File: config.mk
export PLATFORM = sky130hd
export DESIGN_NAME = rcr_regbank
export DESIGN_NICKNAME = d
export VERILOG_FILES = /design/src/pkg/rcr_pkg.sv /design/src/rcr_regbank.sv /design/src/rcr_ramp_decode.sv /design/src/rcr_mon_compare.sv
export VERILOG_INCLUDE_DIRS = /design/src /design/src/pkg
export SDC_FILE = /design/constraint.sdc
export NUM_CORES = 1
export LEC_CHECK = 0
export BUFFER_PORTS_ARGS = -buffer_cell sky130_fd_sc_hd__buf_4
export CAP_MARGIN = 40
export CORE_MARGIN = 4
export CORE_UTILIZATION = 30
export CTS_BUF_LIST = sky130_fd_sc_hd__clkbuf_8
export DETAILED_ROUTE_END_ITERATION = 8
export PLACE_DENSITY = 0.61
export SYNTH_ARGS = -nofsm -noshare
export SYNTH_HDL_FRONTEND = slang
export SYNTH_SLANG_ARGS = --single-unit
File: constraint.sdc
create_clock -name clk -period 2.32 [get_ports clk]
set_clock_uncertainty 0.1 [all_clocks]
set_input_delay 0.232 -clock clk [delete_from_list [all_inputs] [get_ports clk]]
set_output_delay 0.232 -clock clk [all_outputs]
set_load 0.005 [all_outputs]
File: src/pkg/rcr_consts.svh
// Register map constants for the regulator command register bank
`ifndef RCR_CONSTS_SVH
`define RCR_CONSTS_SVH
`define RCR_OFS_ALERT_STATUS   8'h80
`define RCR_OFS_VOUT_READBACK  8'h8b
`define RCR_OFS_IOUT_READBACK  8'h8c
`define RCR_OFS_MAKER_CODE     8'h99
`define RCR_OFS_MODEL_CODE     8'h9a
`define RCR_OFS_REVISION_CODE  8'h9b
`define RCR_OFS_LOCK_RESET     8'hd0
`define RCR_OFS_RAMP_RATE      8'hd6
`define RCR_OFS_MAX_LOAD       8'hdd
`define RCR_OFS_WARN_LIMIT     8'he0
`define RCR_OFS_FAULT_LIMIT    8'he1
`define RCR_BIT_MON_WARN       2
`define RCR_BIT_MON_FAULT      1
`define RCR_BIT_SOFT_RESET     1
`define RCR_BIT_LOCK           0
`define RCR_RAMP_MSB           7
`define RCR_RAMP_LSB           5
`define RCR_RST_BYTE           8'h00
`define RCR_RST_WORD           16'h0000
`define RCR_WARN_LIMIT_RST     8'hc0
`define RCR_FAULT_LIMIT_RST    8'he0
`define RCR_MAKER_VAL          8'h5a
`define RCR_MODEL_VAL          16'h0abc
`define RCR_REVISION_VAL       8'h01
`endif

File: src/pkg/rcr_pkg.sv
// Types for the regulator command register bank
package rcr_pkg;
	typedef struct packed {
		logic       wrEn;
		logic       rdEn;
		logic [7:0] cmd;
		logic [7:0] wrData;
	} rcr_req_s;
	typedef struct packed {
		logic        valid;
		logic        twoByte;
		logic [15:0] data;
	} rcr_rsp_s;
	typedef struct packed {
		logic [15:0] voutCode;
		logic [15:0] ioutAmps;
		logic [15:0] maxLoadAmps;
		logic [7:0]  monVoltage;
	} rcr_meas_s;
	typedef logic [2:0] rcr_ramp_t;
endpackage : rcr_pkg

File: src/rcr_regbank.sv
// Regulator command register bank top
// Functional notes
// - Warning flag bit 2 on limit exceed
// - Fault flag bit 1 on limit exceed
// - Voltage readback returns two-byte code
// - Current readback returns two bytes, amperes
// - Max load readback returns strapped value
// - Soft reset restores defaults unless locked
// - Lock bit freezes lockable limit registers
// - Lock persists until srst; soft reset does not clear it
// - Ramp field loads strap each startup
// - Ramp codes decode doubling from 0.125
`timescale 1ns/10ps
`include "rcr_consts.svh"
module rcr_regbank
	import rcr_pkg::*;
(
	// Clock and reset
	input  wire logic      clk,
	input  wire logic      srst,
	// Startup and straps
	input  wire logic      startupPulse,
	input  wire rcr_ramp_t softStartStrap,
	// Measurements
	input  wire rcr_meas_s meas,
	// Command port
	input  wire rcr_req_s  req,
	output rcr_rsp_s       rsp,
	// Regulator control outputs
	output logic [7:0]     rampRateEighths,
	output logic           lockActive
);
	logic [7:0]  statusFf,    nxt_status;
	logic        lockFf,      nxt_lock;
	logic [2:0]  rampFf,      nxt_ramp;
	logic [7:0]  warnLimFf,   nxt_warnLim;
	logic [7:0]  faultLimFf,  nxt_faultLim;
	logic [15:0] voutFf,      nxt_vout;
	logic [15:0] ioutFf,      nxt_iout;
	logic [15:0] maxLoadFf,   nxt_maxLoad;
	rcr_rsp_s    rspFf,       nxt_rsp;
	logic [7:0]  rateFf,      nxt_rate;
	logic [7:0]  rateDec;
	logic        overWarn;
	logic        overFault;
	logic        softReset;

	rcr_mon_compare u_cmp (
		.monitoredVoltage (meas.monVoltage),
		.warnLimit        (warnLimFf),
		.faultLimit       (faultLimFf),
		.overWarn         (overWarn),
		.overFault        (overFault)
	);

	rcr_ramp_decode u_dec (
		.code        (rampFf),
		.rateEighths (rateDec)
	);

	// Register state update
	always_comb begin
		softReset    = req.wrEn && req.cmd == `RCR_OFS_LOCK_RESET
			&& req.wrData[`RCR_BIT_SOFT_RESET] && !lockFf;
		nxt_status   = statusFf;
		nxt_lock     = lockFf;
		nxt_ramp     = rampFf;
		nxt_warnLim  = warnLimFf;
		nxt_faultLim = faultLimFf;
		nxt_vout     = meas.voutCode;
		nxt_iout     = meas.ioutAmps;
		nxt_maxLoad  = meas.maxLoadAmps;
		nxt_rate     = rateDec;
		if (softReset) begin
			nxt_status   = `RCR_RST_BYTE;
			nxt_ramp     = softStartStrap;
			nxt_warnLim  = `RCR_WARN_LIMIT_RST;
			nxt_faultLim = `RCR_FAULT_LIMIT_RST;
		end else if (req.wrEn) begin
			case (req.cmd)
				`RCR_OFS_LOCK_RESET: begin
					if (req.wrData[`RCR_BIT_LOCK]) begin
						nxt_lock = 1'b1;
					end
				end
				`RCR_OFS_RAMP_RATE: begin
					nxt_ramp = req.wrData[`RCR_RAMP_MSB:`RCR_RAMP_LSB];
				end
				`RCR_OFS_WARN_LIMIT: begin
					if (!lockFf) begin
						nxt_warnLim = req.wrData;
					end
				end
				`RCR_OFS_FAULT_LIMIT: begin
					if (!lockFf) begin
						nxt_faultLim = req.wrData;
					end
				end
				default: begin
					nxt_lock = lockFf;
				end
			endcase
		end
		if (startupPulse) begin
			nxt_ramp = softStartStrap;
		end
		// Sticky flags, set wins over clear
		if (overWarn) begin
			nxt_status[`RCR_BIT_MON_WARN] = 1'b1;
		end
		if (overFault) begin
			nxt_status[`RCR_BIT_MON_FAULT] = 1'b1;
		end
		nxt_rsp         = '0;
		nxt_rsp.valid   = req.rdEn;
		case (req.cmd)
			`RCR_OFS_ALERT_STATUS:  nxt_rsp.data = {8'h00, statusFf};
			`RCR_OFS_VOUT_READBACK: begin
				nxt_rsp.data    = voutFf;
				nxt_rsp.twoByte = 1'b1;
			end
			`RCR_OFS_IOUT_READBACK: begin
				nxt_rsp.data    = ioutFf;
				nxt_rsp.twoByte = 1'b1;
			end
			`RCR_OFS_MAKER_CODE:    nxt_rsp.data = {8'h00, `RCR_MAKER_VAL};
			`RCR_OFS_MODEL_CODE: begin
				nxt_rsp.data    = `RCR_MODEL_VAL;
				nxt_rsp.twoByte = 1'b1;
			end
			`RCR_OFS_REVISION_CODE: nxt_rsp.data = {8'h00, `RCR_REVISION_VAL};
			`RCR_OFS_LOCK_RESET:    nxt_rsp.data = {15'h0000, lockFf};
			`RCR_OFS_RAMP_RATE:     nxt_rsp.data = {8'h00, rampFf, 5'h00};
			`RCR_OFS_MAX_LOAD: begin
				nxt_rsp.data    = maxLoadFf;
				nxt_rsp.twoByte = 1'b1;
			end
			`RCR_OFS_WARN_LIMIT:    nxt_rsp.data = {8'h00, warnLimFf};
			`RCR_OFS_FAULT_LIMIT:   nxt_rsp.data = {8'h00, faultLimFf};
			default:                nxt_rsp.data = `RCR_RST_WORD;
		endcase
		if (!req.rdEn) begin
			nxt_rsp = '0;
		end
	end

	always_ff @(posedge clk) begin
		if (srst) begin
			statusFf   <= `RCR_RST_BYTE;
			lockFf     <= 1'b0;
			rampFf     <= 3'h0;
			warnLimFf  <= `RCR_WARN_LIMIT_RST;
			faultLimFf <= `RCR_FAULT_LIMIT_RST;
			voutFf     <= `RCR_RST_WORD;
			ioutFf     <= `RCR_RST_WORD;
			maxLoadFf  <= `RCR_RST_WORD;
			rspFf      <= '0;
			rateFf     <= 8'h01;
		end else begin
			statusFf   <= nxt_status;
			lockFf     <= nxt_lock;
			rampFf     <= nxt_ramp;
			warnLimFf  <= nxt_warnLim;
			faultLimFf <= nxt_faultLim;
			voutFf     <= nxt_vout;
			ioutFf     <= nxt_iout;
			maxLoadFf  <= nxt_maxLoad;
			rspFf      <= nxt_rsp;
			rateFf     <= nxt_rate;
		end
	end

	always_comb begin
		rsp             = rspFf;
		rampRateEighths = rateFf;
		lockActive      = lockFf;
	end
endmodule : rcr_regbank

File: src/rcr_ramp_decode.sv
// Ramp code to slew rate decoder, in units of 0.125 mV/us
`timescale 1ns/10ps
`include "rcr_consts.svh"
module rcr_ramp_decode
	import rcr_pkg::*;
(
	// Code in
	input  wire rcr_ramp_t   code,
	// Rate out
	output logic [7:0]       rateEighths
);
	always_comb begin
		rateEighths = 8'h01 << code;
	end
endmodule : rcr_ramp_decode

File: src/rcr_mon_compare.sv
// Monitored voltage limit comparator
`timescale 1ns/10ps
module rcr_mon_compare (
	// Inputs
	input  wire logic [7:0] monitoredVoltage,
	input  wire logic [7:0] warnLimit,
	input  wire logic [7:0] faultLimit,
	// Outputs
	output logic            overWarn,
	output logic            overFault
);
	always_comb begin
		overWarn  = monitoredVoltage > warnLimit;
		overFault = monitoredVoltage > faultLimit;
	end
endmodule : rcr_mon_compare

==> metrics.txt <==
Starting Density=0.310; data arrival time of the worst path=between 1500 and 2000 ps; Hold Slack=14.0 ps; Post-Syn Nets=approximately 510; fillcell total=1273; Clock Path Buffers=2; share of the synthesized area in the top cell type=0.487; post-DR vias/cell=4.67; Reg2Reg Launch Point=faultLimFf[5]; worst hold path class=in -> reg; top cells by area, synth=dfxtp_1, nor2b_1, mux2i_1; DR top layer=met4; core area=between 10000 and 15000 um^2; leading area contributor after synthesis=dfxtp_1; via count=between 3k and 4k; mean area per synthesized cell=9.60 um^2; H-Tree Depth=3; Post-synth EDFFs=0; Synth Cell Area=about 3900 um^2; Final Cycle Share=0.765; Commonest cells post-synth=dfxtp_1, nor2b_1, nand2_1; Post-Synthesis Cells=a little over 400; port bufs=approximately 110; final hold vios=0; warnings from Yosys=0; Area Growth Syn to Fin=43.4%; CTS clk-pin slew, worst paths=110 ps; met3 WL=roughly 520 um; largest net degree at the start of global routing=57; GRT overflow=0; Slew HR=0.583; Final setup viols=0; Routed WL=11100 um; Met1 Routed Length=approximately 4900 um; GPL Wtd Cong=roughly 0.84; first-pass GRT wire length=17300 um; Post-DRT Antenna Nets=0; diode count=0; drt wl/cell=15.0 um; full die area=about 15000 um^2; RSZ-0062 raised after global routing=false; status=completed; TritonCTS Buffers=9; vias in the first global route=between 3k and 4k; Least-Margin Pin Slew=a little over 600 ps; Leak=about 2.4 nW; net count reported at finish=between 600 and 700; initial antenna violation count=0; Slew Viols, Final=0; DP Wirelength=about 8300 um; io pins=107; r2r setup slk=~580 ps; Clock Sinks=96; Worst setup EP type=register; Worst-Skew Late Latency=approximately 370 ps; Cell variety after synth=47; worst r2r dst=statusFf[1]; reg2reg path depth=6; Max rail drop VDD=0.000289 V; share of post-route cells with drive strength above 1=0.250; most frequent cell after synthesis=dfxtp_1; CP Max Fanout=11; CP Class=in -> reg; Iteration-0 DRC Markers=roughly 220; pwr/cell area=slightly below 600 nW/um^2; DIE WIDTH=between 100 and 150 um; total power=about 3.3 mW; Setup crit end=rsp[2]; detailed-routed wire length on met2=5520 um; min Tclk post-route=roughly 1800 ps; fmax=563 MHz; # DRC=0; Async SR Flop Fraction=0; sequential cell area fraction in the yosys report=0.487; Top FF cell, synth=dfxtp_1; Setup Total Neg Slack=0 ps; 1st-pass router iterations=4; CTS tree=done; max_cap viols=0; die height=~120 um; CP required=between 2000 and 2500 ps; Tot GR Track Use=0.149; CTS root buf=clkbuf_8; Setup Fix Bufs, Post-CTS=0; Worst setup SP type=input pin; Critical Path Source=req[13]; register bit total from synthesis=96; row count=41
[area by class of cell]
| type | count | area [um^2] | area share |
|---|---|---|---|
| sequential | 96 | 1920 | 0.340 |
| multi-input combinational | 270 | 1840 | 0.325 |
| timing repair buffer | 168 | 1380 | 0.245 |
| tap | 172 | 215 | 0.0381 |
| clock buffer | 9 | 124 | 0.0219 |
| clock inverter | 7 | 95.1 | 0.0168 |
| inverter | 21 | 78.8 | 0.0139 |
[where the power goes]
| part | internal, mW | switching (mW) | total [mW] |
|---|---|---|---|
| clock network | 0.532 | 0.637 | 1.17 |
| registers | 1.70 | 0.0245 | 1.73 |
| logic | 0.216 | 0.154 | 0.370 |
[per-layer routing]
layer  up-vias  GRT usage
met5         -          0
met4         0     0.0497
met3        10     0.0276
met2       105      0.254
met1      1601      0.189
li1       1754          -
[placed cells by master (no fill, tap or decap), drive strengths merged, types with 11 or more instances in the layout]
master / count
buf: 119
dlygate4sd3: 49
ha: 16
nand2: 29
nor2: 21
inv: 25
nor2b: 53
dfxtp: 96
a21oi: 18
mux2i: 23
nor3: 18
a22oi: 11
[cell families after synthesis]
logic type               after synthesis  share of synthesized area
AND/OR/NAND/NOR                      158                      0.226
flip-flops                            96                      0.487
AO/OA/AOI/OAI                         73                      0.128
buffers and inverters                 45                     0.0488
multiplexers                          23                     0.0584
adder cells (fa/ha/maj)               16                     0.0507
[per-stage QoR]
stage / instance area, um^2 / utilization / setup slack [ps] / instances
after global placement: 4950 / 0.389 / 249 / 678
final: 5660 / 0.445 / 545 / 743
after detailed placement: 4950 / 0.389 / 200 / 678
after floorplan: 3950 / - / 507 / 411
after global routing: 5660 / 0.445 / 413 / 743
after CTS: 5660 / 0.445 / 573 / 743
[worst max-delay path, cell delays in order]
cell     delay (ps)
buf_4           150
or4b_1          620
nor3_2          500
a22oi_1         200
a41oi_1         250
[sequential cells by signal (all words and copies together), names as in the netlist]
name             flops
rsp                 18
ioutFf              16
lockActive           1
statusFf             2
voutFf              16
rampRateEighths      8
maxLoadFf           16
warnLimFf            8
faultLimFf           8
rampFf               3
[worst min path at each step]
stage,startpoint,end,slack [ps],cells past startpoint
2_1_floorplan,req[5],faultLimFf[5],260,2
3_3_place_gp,voutFf[15],rsp[15],320,2
3_5_place_dp,voutFf[10],rsp[10],330,2
4_1_cts,req[5],faultLimFf[5],1,3
5_1_grt,req[5],faultLimFf[5],20,3
6_report,req[5],faultLimFf[5],10,3
[timing repair]
action	4_1_cts	5_1_grt
hold buffers	49	0
hold endpoints to repair	49	0
gates resized for setup	0	0
Power figures use the tool's default switching activity.
